<file path="src/inc/flr_defs.svh">
// constants of the fault latch and mask register block: offsets, field layouts,
// reset values and timing counts; assumes an 8-bit internal register port.
//
// Overview of operation
// RULE1: bit 7 of the supply fault log is set once any of the twelve monitored functions changed level since the logs were last read.
// RULE2: bits 6 to 0 of the supply fault log show faults on positive supplies four to one, the high-voltage supply, then bipolar supplies two and one.
// RULE3: bits 3 to 0 of the input fault log are set when general logic inputs four to one changed level since the logs were last read.
// RULE4: bit 4 of the input fault log is set when the watchdog detector output changed level since the last read, and bits 7 to 5 are reserved.
// RULE5: the supply fault log is read-only at 0xDC and powers up as 0x00.
// RULE6: the input fault log is read-only at 0xDD and powers up as 0x00.
// RULE7: a one in bits 6 to 0 of the supply mask makes the matching supply fault ignored and never logged.
// RULE8: a one in bits 4 to 0 of the input mask makes a level change on the watchdog output or matching general input ignored and not logged.
// RULE9: the supply mask at 0x9D and the input mask at 0x9E are read/write, power up as 0x00, and their top bits are unused.
// RULE10: while the summary change flag is set the log contents are frozen until they are cleared.
// RULE11: reading the input fault log clears both logs, so the host reads it after the supply fault log.
// RULE12: the summary change flag cannot be masked and no mask bit belongs to it.
// RULE13: reserved bits of all four registers read as zero and writes to them are ignored.
`ifndef FLR_DEFS_SVH
`define FLR_DEFS_SVH

`define FLR_ADDR_SUPPLY_IGNORE 8'h9D
`define FLR_ADDR_INPUT_IGNORE 8'h9E
`define FLR_ADDR_SUPPLY_LOG 8'hDC
`define FLR_ADDR_INPUT_LOG 8'hDD

`define FLR_RST_SUPPLY_IGNORE 8'h00
`define FLR_RST_INPUT_IGNORE 8'h00
`define FLR_RST_SUPPLY_LOG 7'h00
`define FLR_RST_INPUT_LOG 5'h00
`define FLR_RD_IDLE 8'h00

`define FLR_SUPPLY_BITS 8'h7F
`define FLR_INPUT_BITS 8'h1F
`define FLR_SUMMARY_BIT 7
`define FLR_WATCHDOG_BIT 4

`define FLR_NUM_SUPPLY 7
`define FLR_NUM_INPUT 5
`define FLR_NUM_MON 12

// cycles after reset release before monitored levels are trusted (two sync stages + one)
`define FLR_PRIME_CYCLES 2'h3

`endif

</file>
<file path="src/inc/flr_pkg.sv">
// types of the fault latch and mask register block.
// assumes flr_defs.svh is on the include path.
`include "flr_defs.svh"

package flr_pkg;

	// levels of the detectors outside this block, bit order as in the logs
	typedef struct packed {
		logic watchdogDetectorOutput;
		logic [3:0] generalLogicInput;
		logic [6:0] supplyFaultDetector;
	} flr_mon_type;

	// one access on the internal register port
	typedef struct packed {
		logic [7:0] addr;
		logic wrEn;
		logic rdEn;
		logic [7:0] wrData;
	} flr_req_type;

	// one answer on the internal register port
	typedef struct packed {
		logic rdValid;
		logic [7:0] rdData;
	} flr_rsp_type;

	typedef enum logic {
		FLR_TRACK = 1'b0,
		FLR_FROZEN = 1'b1
	} flr_state_type;

endpackage

</file>
<file path="src/rtl/flr_sync.sv">
// two-stage level synchroniser bank for the monitored detector levels.
// assumes a synchronous active-low reset already released in the clk_sys domain.
`timescale 1ns/1ns
`default_nettype none

module flr_sync #(
	parameter int WIDTH = 12
) (
	input wire logic clk_sys,
	input wire logic rstSync_n,
	input wire logic [WIDTH-1:0] asyncIn,
	output logic [WIDTH-1:0] syncOut
);

	logic [WIDTH-1:0] meta_ff;
	logic [WIDTH-1:0] sync_ff;

	// first stage feeds the second stage only
	always_ff @(posedge clk_sys or negedge rstSync_n) begin
		if (!rstSync_n) begin
			meta_ff <= '0;
			sync_ff <= '0;
		end else begin
			meta_ff <= asyncIn;
			sync_ff <= meta_ff;
		end
	end

	assign syncOut = sync_ff;

endmodule

`default_nettype wire

</file>
<file path="src/rtl/flr_fault_latch.sv">
// fault latch and mask registers: two latched fault logs, two mask registers.
// assumes the serial interface hands over single-cycle register accesses on
// clk_sys and that detector levels may come from any domain.
// limitation: changes that arrive while the logs are frozen are lost, not queued;
// the host sees only the first event since its last clearing read.
`timescale 1ns/1ns
`default_nettype none
`include "flr_defs.svh"

module flr_fault_latch (
	input wire logic clk_sys,
	input wire logic resetn,
	input wire flr_pkg::flr_mon_type monIn,
	input wire flr_pkg::flr_req_type regReq,
	output flr_pkg::flr_rsp_type regRsp,
	output logic summaryChangeFlag
);

	// reset release through two flip-flops
	// assertion stays asynchronous so a brown-out clears the logs at once
	logic [1:0] rstPipe_ff;
	logic rstSync_n;

	always_ff @(posedge clk_sys or negedge resetn) begin
		if (!resetn) begin
			rstPipe_ff <= 2'h0;
		end else begin
			rstPipe_ff <= {rstPipe_ff[0], 1'b1};
		end
	end

	assign rstSync_n = rstPipe_ff[1];

	// detector levels; the bits settle independently, which is harmless because
	// every function is judged on its own bit
	logic [`FLR_NUM_MON-1:0] monSync;

	flr_sync #(
		.WIDTH(`FLR_NUM_MON)
	) u_sync (
		.clk_sys(clk_sys),
		.rstSync_n(rstSync_n),
		.asyncIn(monIn),
		.syncOut(monSync)
	);

	// address decode used by the mask write strobes and the clearing read
	function automatic logic addrIs(input logic [7:0] addr, input logic [7:0] target);
		addrIs = (addr == target);
	endfunction

	// mask registers
	logic [6:0] supplyIgnore_ff;
	logic [4:0] inputIgnore_ff;
	logic [6:0] nxt_supplyIgnore;
	logic [4:0] nxt_inputIgnore;

	// one write strobe per mask; writes to the logs or unmapped addresses hit nothing
	logic wrSupplyIgnore;
	logic wrInputIgnore;

	assign wrSupplyIgnore = regReq.wrEn && addrIs(regReq.addr, `FLR_ADDR_SUPPLY_IGNORE);
	assign wrInputIgnore = regReq.wrEn && addrIs(regReq.addr, `FLR_ADDR_INPUT_IGNORE);

	always_comb begin
		nxt_supplyIgnore = supplyIgnore_ff;
		nxt_inputIgnore = inputIgnore_ff;
		if (wrSupplyIgnore) begin
			nxt_supplyIgnore = regReq.wrData[6:0]; // RULE9 RULE13
		end
		if (wrInputIgnore) begin
			nxt_inputIgnore = regReq.wrData[4:0]; // RULE9 RULE13
		end
	end

	// masks take effect from the cycle after the write
	always_ff @(posedge clk_sys or negedge rstSync_n) begin
		if (!rstSync_n) begin
			supplyIgnore_ff <= 7'(`FLR_RST_SUPPLY_IGNORE);
			inputIgnore_ff <= 5'(`FLR_RST_INPUT_IGNORE);
		end else begin
			supplyIgnore_ff <= nxt_supplyIgnore;
			inputIgnore_ff <= nxt_inputIgnore;
		end
	end

	// change detection; held off until the sync pipeline carries real levels,
	// otherwise a detector already high at power-on would look like a change
	logic [1:0] primeCnt_ff;
	logic [1:0] nxt_primeCnt;
	logic [`FLR_NUM_MON-1:0] prevMon_ff;
	logic [`FLR_NUM_MON-1:0] nxt_prevMon;
	logic primed;

	assign primed = (primeCnt_ff == `FLR_PRIME_CYCLES);

	always_comb begin
		nxt_primeCnt = primed ? primeCnt_ff : primeCnt_ff + 2'h1;
		nxt_prevMon = monSync;
	end

	always_ff @(posedge clk_sys or negedge rstSync_n) begin
		if (!rstSync_n) begin
			primeCnt_ff <= 2'h0;
			prevMon_ff <= '0;
		end else begin
			primeCnt_ff <= nxt_primeCnt;
			prevMon_ff <= nxt_prevMon;
		end
	end

	logic [`FLR_NUM_MON-1:0] ignoreAll;
	logic [`FLR_NUM_MON-1:0] unmaskedChange;
	logic anyChange;

	// the summary flag has no mask bit of its own
	assign ignoreAll = {inputIgnore_ff, supplyIgnore_ff}; // RULE12

	// one detector per monitored function; a masked function is dropped here,
	// before it can freeze the logs, so it never reaches either log
	for (genvar i = 0; i < `FLR_NUM_MON; i++) begin : g_change
		logic levelMoved;

		assign levelMoved = monSync[i] ^ prevMon_ff[i];
		assign unmaskedChange[i] = primed && levelMoved && !ignoreAll[i]; // RULE7 RULE8
	end

	assign anyChange = |unmaskedChange; // RULE1

	// fault logs
	flr_pkg::flr_state_type state_ff;
	flr_pkg::flr_state_type nxt_state;
	logic [6:0] supplyLog_ff;
	logic [6:0] nxt_supplyLog;
	logic [4:0] inputLog_ff;
	logic [4:0] nxt_inputLog;
	logic clearReq;
	logic logOpen;

	assign clearReq = regReq.rdEn && addrIs(regReq.addr, `FLR_ADDR_INPUT_LOG); // RULE11
	// a change in the clearing cycle reopens and relatches at once: set beats clear
	assign logOpen = (state_ff == flr_pkg::FLR_TRACK) || clearReq; // RULE10

	always_comb begin
		nxt_state = state_ff;
		nxt_supplyLog = supplyLog_ff;
		nxt_inputLog = inputLog_ff;
		if (logOpen) begin
			// supply bits follow the detector level until a change freezes them
			nxt_supplyLog = monSync[6:0] & ~supplyIgnore_ff; // RULE2 RULE7
			// input bits keep only the changes seen on the freezing edge
			nxt_inputLog = unmaskedChange[11:7]; // RULE3 RULE4 RULE8
			unique case (anyChange)
				1'b1: nxt_state = flr_pkg::FLR_FROZEN; // RULE1 RULE10
				1'b0: nxt_state = flr_pkg::FLR_TRACK; // RULE11
			endcase
		end
	end

	// while frozen only the clearing read moves the state or the logs
	always_ff @(posedge clk_sys or negedge rstSync_n) begin
		if (!rstSync_n) begin
			state_ff <= flr_pkg::FLR_TRACK;
			supplyLog_ff <= 7'(`FLR_RST_SUPPLY_LOG);
			inputLog_ff <= 5'(`FLR_RST_INPUT_LOG);
		end else begin
			state_ff <= nxt_state;
			supplyLog_ff <= nxt_supplyLog;
			inputLog_ff <= nxt_inputLog;
		end
	end

	// read path; data is the value before any clear from the same read
	logic [7:0] supplyLogView;
	logic [7:0] inputLogView;
	logic [7:0] supplyIgnoreView;
	logic [7:0] inputIgnoreView;
	logic [7:0] rdData_ff;
	logic [7:0] nxt_rdData;
	logic rdValid_ff;
	logic nxt_rdValid;

	// masked bits read zero even if the mask was set after the log froze
	assign supplyLogView = {(state_ff == flr_pkg::FLR_FROZEN),
		supplyLog_ff & ~supplyIgnore_ff}; // RULE1 RULE2 RULE7
	assign inputLogView = {3'h0, inputLog_ff & ~inputIgnore_ff}; // RULE4 RULE8 RULE13
	// unused top bits of the masks are not stored, so they cannot read back as one
	assign supplyIgnoreView = {1'b0, supplyIgnore_ff}; // RULE9 RULE13
	assign inputIgnoreView = {3'h0, inputIgnore_ff}; // RULE9 RULE13

	// unmapped reads still answer, with zero, so the host never waits on a reply
	always_comb begin
		nxt_rdValid = regReq.rdEn;
		nxt_rdData = `FLR_RD_IDLE;
		if (regReq.rdEn) begin
			unique case (regReq.addr)
				`FLR_ADDR_SUPPLY_IGNORE: nxt_rdData = supplyIgnoreView; // RULE9 RULE13
				`FLR_ADDR_INPUT_IGNORE: nxt_rdData = inputIgnoreView; // RULE9 RULE13
				`FLR_ADDR_SUPPLY_LOG: nxt_rdData = supplyLogView; // RULE5
				`FLR_ADDR_INPUT_LOG: nxt_rdData = inputLogView; // RULE6
				default: nxt_rdData = `FLR_RD_IDLE;
			endcase
		end
	end

	always_ff @(posedge clk_sys or negedge rstSync_n) begin
		if (!rstSync_n) begin
			rdData_ff <= `FLR_RD_IDLE;
			rdValid_ff <= 1'b0;
		end else begin
			rdData_ff <= nxt_rdData;
			rdValid_ff <= nxt_rdValid;
		end
	end

	assign regRsp.rdValid = rdValid_ff;
	assign regRsp.rdData = rdData_ff;
	// the flag is the state bit itself, so it cannot disagree with log bit 7
	assign summaryChangeFlag = (state_ff == flr_pkg::FLR_FROZEN); // RULE1

endmodule

`default_nettype wire

</file>
<file path="config.mk">
export PLATFORM = sky130hd
export DESIGN_NAME = flr_fault_latch
export DESIGN_NICKNAME = d
export VERILOG_FILES = /design/src/inc/flr_pkg.sv /design/src/rtl/flr_sync.sv /design/src/rtl/flr_fault_latch.sv
export VERILOG_INCLUDE_DIRS = /design/src /design/src/inc
export SDC_FILE = /design/constraint.sdc
export NUM_CORES = 1
export LEC_CHECK = 0
export BUFFER_PORTS_ARGS = -buffer_cell sky130_fd_sc_hd__buf_2
export CORE_MARGIN = 1
export CORE_UTILIZATION = 50
export DETAILED_ROUTE_END_ITERATION = 6
export PLACE_DENSITY_LB_ADDON = 0.25
export RECOVER_POWER = 100
export SKIP_CTS_REPAIR_TIMING = 1
export SYNTH_ARGS = -nofsm -noshare
export SYNTH_HDL_FRONTEND = slang
export SYNTH_HIERARCHICAL = 1
export SYNTH_SLANG_ARGS = --single-unit
</file>
<file path="constraint.sdc">
create_clock -name clk_sys -period 6.7 [get_ports clk_sys]
set_input_delay 1.34 -clock clk_sys [delete_from_list [all_inputs] [get_ports clk_sys]]
set_output_delay 1.34 -clock clk_sys [all_outputs]
set_load 0.01 [all_outputs]
</file>
==> impl_results.md, run 1 <==
- Run status: finished with violations
- Failing checks: capacitance limit, slew limit
- Final Max Slew Viols: 73
- Synth Area in Adders: 0.448%
- Hold Violations, Final: 0
- RSZ-0062 raised after global routing: false
- Wirelength per Cell: 14.7 µm
- Area delta synth->final: 15.0%
- Register bit total from synthesis: 74
- Clock-pin slew on the worst setup and hold paths: 0.08 ns
- Htree depth: 3
- I/O pin count: 42
- Die Span Y: 76.7 µm
- Setup TNS: 0 ns
- R2R cell count: 1
- Vias per cell: 5.04
- Power Density: 292 nW/µm²
- Tcrit/Tclk final: 54.0%
- Final cell count without fillers: 330
- Synth unique cells: 33
- Final-stage net count: 288
- Detailed Routing Iterations Pass 1: 4
- Maximum clock path buffer count: 2
- Max Freq: 277 MHz
- Gate Count Post-Synth: 210
- Flop-to-flop setup slack: 3.08 ns
- Synth area leaders: dfrtp_1, xnor2_1, mux2_4
- Mapped Area: 2790 µm²
- Hold path depth: 0
- Post-synth top area share: 66.4%
- Leakage: 1.48 nW
- Placed Area: 3050 µm²
- Vias in the first global route: 1613
- Main flop type after synthesis: dfrtp_1
- Crit path buf inv count: 1
- DP HPWL: 3130 µm
- Count of input and output buffers: 40
- Die Wd: 76.7 µm
- Critical path cell sequence: clkbuf_1
- DRC: 0
- Top delay family on crit path: buffers and inverters
- Startpoint Class: register
- CTS tree: yes
- Clock Latency Late Sink: 0.34 ns
- Worst Tran Pin Value: 3.61 ns
- MaxCap Viol Count: 1
- Simple-gate area share of the yosys netlist: 12.1%
- Clock root buffer: clkbuf_8
- Maximum vdd ir drop: 0.208 mV
- Initial Util: 53.3%
- Design area: 3210 µm²
- # fillers: 434
- # setup viols final: 0
- Syn_area_per_cell: 13.3 µm²
- Post-Synth XOR/XNOR Area: 4.39%
- Routed WL: 4840 µm
- Num CTS Buffers: 9
- Synth warn: 6
- CP required: 6.33 ns
- Ys async rst share: 100%
- Largest stage delay, worst path: 2.53 ns
- Critical Path End Type: async pin
- Die ar.: 5880 µm²
- Routability cong.: 0.796
- Largest family of logic cells by synthesized area: simple AND/OR/NAND/NOR gates
- Clock tree sinks: 74
- Sequential element share of the synthesized area: 66.4%
- Clk_skew: 0.00694 ns
- Diodes inserted: 0
- GRT overflow: 0
- CP max stage cell: clkbuf_1
- Tot GR Track Use: 18.0%
- Std cell rows: 26
- Hold EP: u_sync/syncOut[3]$_DFF_PN0_
- Initial antenna violation count: 0
- Core area: 5240 µm²
- First DRT Iteration DRCs: 154
- Hold Crit Class: reg2reg
- Post-synth EDFFs: 0
- Placed insts: 314
- Mux share of post-synthesis cell area: 6.19%
- Reg-to-reg endpoint: u_sync/meta_ff[6]$_DFF_PN0_
- Worst EP arrival: 3.25 ns
- Share of cells above drive strength 1: 19.6%
- Worst-path maximum fanout: 72
- Final Critical Period: 3.62 ns
- Syn Nets: 243
- Largest net degree at the start of global routing: 73
- Relative slew slack: -141%
- Area leader, netlist: dfrtp_1
- Complex-gate fraction of the synthesized area: 7.85%
- Wire length of the first global-routing pass: 7790 µm
- Min-delay src: u_sync/meta_ff[3]$_DFF_PN0_
- WS Path Type: reg2async
- Final ANT Viol Nets: 0
- R2r startpoint: rstPipe_ff[1]$_DFF_PN0_
- DR vias: 1662
-- cells in the final DEF, fill, tap and decap left out --
| cell type | instances |
|---|---|
| a222oi_1 | 5 |
| o32ai_1 | 5 |
| mux2_2 | 6 |
| clkinvlp_4 | 1 |
| xor2_1 | 1 |
| clkinv_2 | 1 |
| bufinv_16 | 2 |
| nor4_1 | 1 |
| clkbuf_1 | 14 |
| nand2b_1 | 12 |
| nand3_1 | 1 |
| o22ai_1 | 6 |
| xnor2_1 | 13 |
| dfrtp_2 | 1 |
| and3_1 | 1 |
| buf_2 | 27 |
| nand4b_1 | 2 |
| nor3_1 | 4 |
| nand3b_1 | 3 |
| a21oi_1 | 3 |
| o21ai_0 | 12 |
| or4_1 | 2 |
| nor2_1 | 13 |
| mux2_1 | 6 |
| nand4bb_1 | 1 |
| conb_1 | 1 |
| inv_1 | 8 |
| clkbuf_8 | 12 |
| ha_1 | 1 |
| or3_1 | 1 |
| nand2_1 | 19 |
| dfrtp_1 | 73 |
| o41a_1 | 1 |
| mux2_4 | 1 |
-- Yosys cell counts, types with 2 or more instances --
library cell  number
a222oi_1           5
a21oi_1            3
buf_2              3
nor3_1             4
nand2_1           19
xnor2_1           13
clkbuf_1           2
o32ai_1            5
nand2b_1          12
o22ai_1            6
mux2_4             7
nand3b_1           2
inv_1              8
nor2_1            13
dfrtp_1           74
o21ai_0           12
mux2_2             6
-- power by group --
part	internal [mW]	switching, mW	leakage, nW
Clock	0.240	0.158	0.119
Combinational	0.0243	0.0290	0.461
Sequential	0.470	0.0145	0.898
Total	0.734	0.202	1.48
-- logic make-up after synthesis --
| kind of cell | Yosys count |
|---|---|
| compound gates | 32 |
| xor+xnor | 14 |
| fa+ha+maj | 1 |
| buf+inv | 15 |
| flops | 74 |
| mux | 13 |
| other cells | 1 |
| simple gates | 60 |
-- cell type report --
cell class | count | area [µm²] | area share [%]
clock inverters | 4 | 72.6 | 2.26
well taps | 70 | 87.6 | 2.73
multi-input cells | 121 | 812 | 25.3
flip-flops and latches | 74 | 1850 | 57.8
clock buffers | 12 | 165 | 5.15
repair buffers | 41 | 188 | 5.85
inverters | 8 | 30.0 | 0.936
-- how the worst max path moves through the flow --
| stage | start | endpoint | slack [ns] | depth (start not counted) |
|---|---|---|---|---|
| 6_report | rstPipe_ff[1]$_DFF_PN0_ | u_sync/meta_ff[6]$_DFF_PN0_ | 3.08 | 1 |
| 2_1_floorplan | regReq[15] | supplyIgnore_ff[0]$_DFFE_PN0P_ | 4.15 | 4 |
| 3_3_place_gp | regReq[11] | summaryChangeFlag$_DFFE_PN0P_ | 3.81 | 5 |
| 5_1_grt | rstPipe_ff[1]$_DFF_PN0_ | summaryChangeFlag$_DFFE_PN0P_ | 2.30 | 1 |
| 3_5_place_dp | regReq[11] | rdData_ff[2]$_DFF_PN0_ | 3.80 | 5 |
| 4_1_cts | regReq[11] | rdData_ff[2]$_DFF_PN0_ | 4.11 | 5 |
-- per-layer routing --
metal	global-route usage [%]	part of all wire (%)	vias up
li1	-	-	818
met4	10.2	2.7	0
met5	0	0	-
met1	23.7	47	773
met2	25.8	43	58
met3	6.55	6.9	13
-- registers in the layout (all words and copies together), names as in the netlist --
register           flops
prevMon_ff            12
u_sync/meta_ff        12
u_sync/syncOut        12
rdData_ff              8
supplyIgnore_ff        7
supplyLog_ff           7
inputIgnore_ff         5
inputLog_ff            5
primeCnt_ff            2
rstPipe_ff             2
rdValid_ff             1
summaryChangeFlag      1
-- stage by stage --
step                worst slack [ns]  utilization [%]  total power [mW]  hold WS (ns)
floorplan                       4.15                -             0.527         0.331
global placement                3.81             58.1             0.547         0.332
detailed placement              3.80             58.1             0.550         0.335
CTS                             4.11             62.7             0.947         0.345
global route                    2.30             61.3             0.972         0.341
finish                          3.08             61.3             0.935         0.342
Power figures use the tool's default switching activity.
==> run 2, diff against run 1 <==
clock period = 2.93 ns   (was 6.7 ns; I/O delays follow)
==> run 2 against run 1 <==
  * The flow now finishes without violations
  * Clock-buffer cell count shrank 2
  * Flip-flop and latch count is the same
  * Global-route usage grew 0.48 points
  * Register-to-register slack lost 1.7 ns
  * Clock skew is essentially flat
  * Clock power grew 130%
  * Critical path depth grew 4
  * Sequential share of layout area shrank 0.40 points
  * Setup slack lost 2.3 ns
  * Critical endpoint is now summaryChangeFlag$_DFFE_PN0P_
==> impl_results.md, run 2 (synthesis gave the netlist of run 1 again) <==
- Initial antenna violation count: 0 (unchanged)
- Die Wd: 76.7 µm (unchanged)
- MaxCap Viol Count: 0 (was 1)
- Dpl ws: 0.805 ns (was 3.80 ns)
- Final-stage net count: 289 (was 288)
- Largest net degree at the start of global routing: 38 (was 73)
- Vias per cell: 5.17 (was 5.04)
- Routability cong.: 0.748 (was 0.796)
- Power Density: 668 nW/µm² (was 292 nW/µm²)
- Max Freq: 475 MHz
- First DRT Iteration DRCs: 146 (was 154)
- Maximum vdd ir drop: 0.394 mV (was 0.208 mV)
- Wire length of the first global-routing pass: 7970 µm (was 7790 µm)
- I/O pin count: 42 (unchanged)
- Startpoint Class: primary input (was register)
- DP HPWL: 3190 µm (was 3130 µm)
- Diodes inserted: 0 (unchanged)
- Largest stage delay, worst path: 0.76 ns (was 2.53 ns)
- Area delta synth->final: 15.7% (was 15.0%)
- CTS tree: yes (unchanged)
- CP Depth: 5 (was 1)
- Clock Latency Late Sink: 0.35 ns (was 0.34 ns)
- Worst-path maximum fanout: 26 (was 72)
- DR vias: 1710 (was 1662)
- Share of cells above drive strength 1: 19.2% (was 19.6%)
- Clock tree sinks: 74 (unchanged)
- Die ar.: 5880 µm² (unchanged)
- WS Path Type: in2reg (was reg2async)
- Commonest non-fill, non-tap cell in the layout: dfrtp_1 (unchanged)
- Met3 wire len: 304 µm (was 335 µm)
- Most frequent cells in the layout: dfrtp_1, buf_2, nand2_1 (unchanged)
- Clock-pin slew on the worst setup and hold paths: 0.08 ns (about the same)
- Sequential standard cell area: 1850 µm² (about the same)
- Tcrit/Tclk final: 71.8%
- Setup TNS: 0 ns (unchanged)
- Max layer used: met4 (unchanged)
- Final core occ: 61.6% (was 61.3%)
- Wirelength per Cell: 14.3 µm (was 14.7 µm)
- Detailed Routing Iterations Pass 1: 5 (was 4)
- Initial Util: 53.3% (unchanged)
- Critical Path End Type: register (was async pin)
- Die Span Y: 76.7 µm (unchanged)
- Std cell rows: 26 (unchanged)
- # fillers: 442 (was 434)
- Run status: completed (was finished with violations)
- # setup viols final: 0 (unchanged)
- Final ANT Viol Nets: 0 (unchanged)
- Routed WL: 4740 µm (was 4840 µm)
- DRC: 0 (unchanged)
- Final worst slack: 0.827 ns (was 3.08 ns)
- CP required: 3.16 ns (was 6.33 ns)
- Core area: 5240 µm² (unchanged)
- Tot GR Track Use: 18.5% (was 18.0%)
- Tot Pwr: 2.16 mW (was 0.935 mW)
- GRT overflow: 0 (unchanged)
- DRT met1 WL: 2220 µm (was 2280 µm)
- Relative slew slack: 6.87% (was -141%)
- Leakage: 1.49 nW (was 1.48 nW)
- Clock root buffer: clkbuf_8 (unchanged)
- Worst EP arrival: 2.33 ns (was 3.25 ns)
- Met2 WL post-DR: 2100 µm (was 2090 µm)
- Count of input and output buffers: 40 (unchanged)
- Hold path depth: 1 (was 0)
- RSZ-0062 raised after global routing: false (unchanged)
- Num CTS Buffers: 9 (unchanged)
- R2R cell count: 3 (was 1)
- Hold Violations, Final: 0 (unchanged)
- Worst Tran Pin Value: 1.40 ns (was 3.61 ns)
- Final Critical Period: 2.10 ns
- Hold Crit Class: in2reg (was reg2reg)
- Maximum clock path buffer count: 2 (unchanged)
- Crit path buf inv count: 1 (unchanged)
- Critical path cell sequence: buf_2, nand4b_1, o41a_1, nor3_1, a21oi_1 (was clkbuf_1)
- Area of the multi-input gates: 812 µm² (unchanged)
- Clk_skew: 0.00676 ns (was 0.00694 ns)
- CP max stage cell: o41a_1 (was clkbuf_1)
- Htree depth: 3 (unchanged)
- Hold Slack: 0.335 ns (was 0.342 ns)
- Top delay family on crit path: compound AO/OA/AOI/OAI gates (was buffers and inverters)
- Vias in the first global route: 1678 (was 1613)
- Final Max Slew Viols: 0 (was 73)
## run 2: cell types whose count changed in the layout (fill, tap and decap cells not counted), sizes merged
cell / change
clkbuf: -3
clkinv: +2
clkinvlp: -1
bufinv: +1
buf: +1
dlygate4sd3: +1
## run 2: per-layer routing
metal | track usage, % | up-vias
met5 | 0 | -
met4 | 11.9 | 0
met3 | 6.07 | 12
met2 | 27.1 | 60
met1 | 23.7 | 821
li1 | - | 817
## run 2: path summary, 6_finish.rpt
kind | end | startpoint | slack (ns)
hold reg to reg | u_sync/syncOut[0]$_DFF_PN0_ | u_sync/meta_ff[0]$_DFF_PN0_ | 0.34
setup / recovery | summaryChangeFlag$_DFFE_PN0P_ | regReq[11] | 0.83
hold / removal | u_sync/meta_ff[5]$_DFF_PN0_ | monIn[5] | 0.33
max in group asynchronous | rdData_ff[0]$_DFF_PN0_ | rstPipe_ff[1]$_DFF_PN0_ | 1.51
min in group asynchronous | rstPipe_ff[1]$_DFF_PN0_ | resetn | 0.55
setup reg to reg | summaryChangeFlag$_DFFE_PN0P_ | summaryChangeFlag$_DFFE_PN0P_ | 1.40
## run 2: stage by stage
step / std cells / instance area, µm²
after global routing: 331 / 3230
after detailed placement: 314 / 3060
after floorplan: 210 / 2790
after global placement: 314 / 3060
final: 331 / 3230
after CTS: 330 / 3290
## run 2: area by class of cell
cell class	count	share of cell area, %
flip-flops and latches	74	57.4
multi-input cells	121	25.2
repair buffers	42	6.63
clock buffers	10	3.95
clock inverters	6	3.26
well taps	70	2.71
inverters	8	0.930
## run 2: power breakdown
group | total [mW] | switching (mW) | internal [mW]
Combinational | 0.115 | 0.0563 | 0.0589
Clock | 0.925 | 0.364 | 0.561
Sequential | 1.12 | 0.0417 | 1.07
Total | 2.16 | 0.462 | 1.69
==> run 3, diff against run 2 <==
ABC_AREA = 1   (was unset)
clock period = 1.7 ns   (was 2.93 ns; I/O delays follow)
==> run 3 against run 2 <==
  * Wire length is 13% higher
  * Power is 66% higher
  * Clock-buffer cell count is 1 higher
  * Combinational power is 84% higher
  * Sequential power is 69% higher
  * Final cell count is 42% higher
  * Final area is 11% higher
  * Via count is 34% higher
  * Clock skew is 0.0011 ns higher
  * Critical path depth is 4 higher
  * Critical path type is now reg2reg
  * Largest cell class unchanged
  * Largest power group unchanged
==> impl_results.md, run 3 <==
- Run status: completed (unchanged)
- Leakage: 1.89 nW (was 1.49 nW)
- Core area: 5990 µm² (was 5240 µm²)
- CP required: 1.92 ns (was 3.16 ns)
- Max Freq: 672 MHz
- Placed Area: 3430 µm² (was 3060 µm²)
- DR vias: 2285 (was 1710)
- Register bit total from synthesis: 74 (unchanged)
- RSZ-0062 raised after global routing: false (unchanged)
- Reg power frac: 52.7% (was 51.7%)
- Tcrit/Tclk final: 87.6%
- Share of cells above drive strength 1: 16.0% (was 19.2%)
- Routed WL: 5360 µm (was 4740 µm)
- Crit path buf inv count: 2 (was 1)
- Sw Pwr: 0.807 mW (was 0.462 mW)
- Relative slew slack: 31.4% (was 6.87%)
- Power Density: 999 nW/µm² (was 668 nW/µm²)
- Clock-pin slew on the worst setup and hold paths: 0.08 ns (about the same)
- Final core occ: 59.9% (was 61.6%)
- Post-synth top area share: 59.2% (was 66.4%)
- GRT overflow: 0 (unchanged)
- Synth unique cells: 24 (was 33)
- Main flop type after synthesis: dfrtp_1 (unchanged)
- Synth warn: 6 (unchanged)
- CTS tree: yes (unchanged)
- Die Wd: 81.1 µm (was 76.7 µm)
- Wire length of the first global-routing pass: 8970 µm (was 7970 µm)
- DRC: 0 (unchanged)
- Final ANT Viol Nets: 0 (unchanged)
- Vias per cell: 4.87 (was 5.17)
- Mapped Area: 3130 µm² (was 2790 µm²)
- Combinational fraction of design power: 5.9% (was 5.3%)
- Largest stage delay, worst path: 0.40 ns (was 0.76 ns)
- Hold Violations, Final: 0 (unchanged)
- Num CTS Buffers: 9 (unchanged)
- Vias in the first global route: 2122 (was 1678)
- Htree depth: 3 (unchanged)
- Post-synth EDFFs: 0 (unchanged)
- Most frequent cells in the layout: nand2_1, dfrtp_1, inv_1 (was dfrtp_1, buf_2, nand2_1)
- I/O pin count: 42 (unchanged)
- Largest net degree at the start of global routing: 30 (was 38)
- Worst path most repeated cell: nand2_1
- Hold Slack: 0.102 ns (was 0.335 ns)
- # fillers: 539 (was 442)
- Ys async rst share: 100% (unchanged)
- Clock root buffer: clkbuf_8 (unchanged)
- Initial antenna violation count: 0 (unchanged)
- Critical path cell sequence: ha_1, inv_1, nor2_1, nand3_1, nand2_1, nor2_1, nand2_1, inv_1, nand2_1 (was buf_2, nand4b_1, o41a_1, nor3_1, a21oi_1)
- MaxCap Viol Count: 0 (unchanged)
- Startpoint Class: register (was primary input)
- First DRT Iteration DRCs: 118 (was 146)
- Die Span Y: 81.1 µm (was 76.7 µm)
- CP max stage cell: dfrtp_1 (was o41a_1)
- Most frequent cells after synthesis: nand2_1, dfrtp_1, inv_1, nor2_1, nand3_1 (was dfrtp_1, nand2_1, nor2_1, xnor2_1)
- Maximum vdd ir drop: 0.708 mV (was 0.394 mV)
- Clk_skew: 0.00786 ns (was 0.00676 ns)
- Tot GR Track Use: 18.7% (was 18.5%)
- Most common cell in the synthesized netlist: nand2_1 (was dfrtp_1)
- Routability cong.: 0.832 (was 0.748)
- Die ar.: 6580 µm² (was 5880 µm²)
- Critical Path End Type: register (unchanged)
- Area delta synth->final: 14.6% (was 15.7%)
- Final Critical Period: 1.49 ns
- Clock tree sinks: 74 (unchanged)
- Area leader, netlist: dfrtp_1 (unchanged)
- Clock share of power: 41.4% (was 42.9%)
- Count of input and output buffers: 40 (unchanged)
- Sequential element share of the synthesized area: 59.2% (was 66.4%)
- # setup viols final: 0 (unchanged)
- Top delay family on crit path: simple AND/OR/NAND/NOR gates (was compound AO/OA/AOI/OAI gates)
- Synth area leaders: dfrtp_1, nand2_1, inv_1 (was dfrtp_1, xnor2_1, mux2_4)
- Std cell rows: 28 (was 26)
- Initial Util: 52.3% (was 53.3%)
- Clock Latency Late Sink: 0.34 ns (was 0.35 ns)
- Syn Nets: 369 (was 243)
- Net Sw Frac: 22.5% (was 21.4%)
- Wirelength per Cell: 11.4 µm (was 14.3 µm)
- Final Max Slew Viols: 0 (unchanged)
- Internal: 2.77 mW (was 1.69 mW)
- Gate Count Post-Synth: 336 (was 210)
- Design area: 3590 µm² (was 3230 µm²)
- WS Path Type: reg2reg (was in2reg)
- Maximum clock path buffer count: 2 (unchanged)
- Setup TNS: 0 ns (unchanged)
- Diodes inserted: 0 (unchanged)
- Worst-path maximum fanout: 6 (was 26)
- Detailed Routing Iterations Pass 1: 4 (was 5)
- Syn_area_per_cell: 9.32 µm² (was 13.3 µm²)
- DP HPWL: 4050 µm (was 3190 µm)
- Final-stage net count: 422 (was 289)
- Hold Crit Class: in2reg (unchanged)
- Worst Tran Pin Value: 1.03 ns (was 1.40 ns)
- Worst EP arrival: 1.71 ns (was 2.33 ns)
- Commonest non-fill, non-tap cell in the layout: nand2_1 (was dfrtp_1)
## run 3: kinds of logic (layout without fill, tap and decap cells)
group | after synthesis | after routing | synth area share [%]
AO/OA/AOI/OAI | 28 | 28 | 5.44
XOR/XNOR | 1 | 1 | 0.280
adder cells (fa/ha/maj) | 1 | 1 | 0.400
buffers and inverters | 64 | 122 | 9.43
flip-flops | 74 | 74 | 59.2
other | 1 | 1 | 0.120
AND/OR/NAND/NOR | 167 | 167 | 25.2
## run 3: path summary, 6_finish.rpt
check,start,to,slack [ns],cells after the start
worst min register to register,u_sync/meta_ff[0]$_DFF_PN0_,u_sync/syncOut[0]$_DFF_PN0_,0.35,0
worst max-delay path,primeCnt_ff[0]$_DFFE_PN0P_,summaryChangeFlag$_DFFE_PN0P_,0.21,9
worst max register to register,primeCnt_ff[0]$_DFFE_PN0P_,summaryChangeFlag$_DFFE_PN0P_,0.21,9
max in group asynchronous,rstPipe_ff[1]$_DFF_PN0_,prevMon_ff[11]$_DFF_PN0_,0.58,1
min in group asynchronous,resetn,rstPipe_ff[1]$_DFF_PN0_,0.31,2
worst min-delay path,monIn[7],u_sync/meta_ff[7]$_DFF_PN0_,0.10,1
## run 3: metrics by stage
stage	power [mW]	cells	setup slack, ns
3_3_place_gp	2.13	452	0.264
2_1_floorplan	2.04	336	0.441
4_1_cts	3.63	468	0.208
5_1_grt	3.74	469	0.0715
3_5_place_dp	2.14	452	0.231
6_report	3.58	469	0.212
## run 3: layer usage
metal,GRT usage (%),vias up,part of all wire (%)
met1,23.5,1060,46
met4,12.9,0,3.6
li1,-,1135,-
met3,4.61,21,5.2
met5,0,-,0
met2,28.6,69,45
## run 3: power groups by stage
stage | Combinational [mW] | Clock, mW | Sequential (mW)
after floorplan | 0.120 | 0 | 1.92
after global routing | 0.245 | 1.59 | 1.90
after global placement | 0.215 | 0 | 1.92
after detailed placement | 0.221 | 0 | 1.92
final | 0.212 | 1.48 | 1.89
after CTS | 0.222 | 1.52 | 1.89
## run 3: cell type report
cell class              instances  area (µm²)  area share (%)
multi-input cells             198         945            26.3
repair buffers                 48         260            7.25
clock inverters                 5        77.6            2.16
clock buffers                  11         141            3.94
inverters                      58         218            6.07
well taps                      75        93.8            2.62
flip-flops and latches         74        1850            51.6
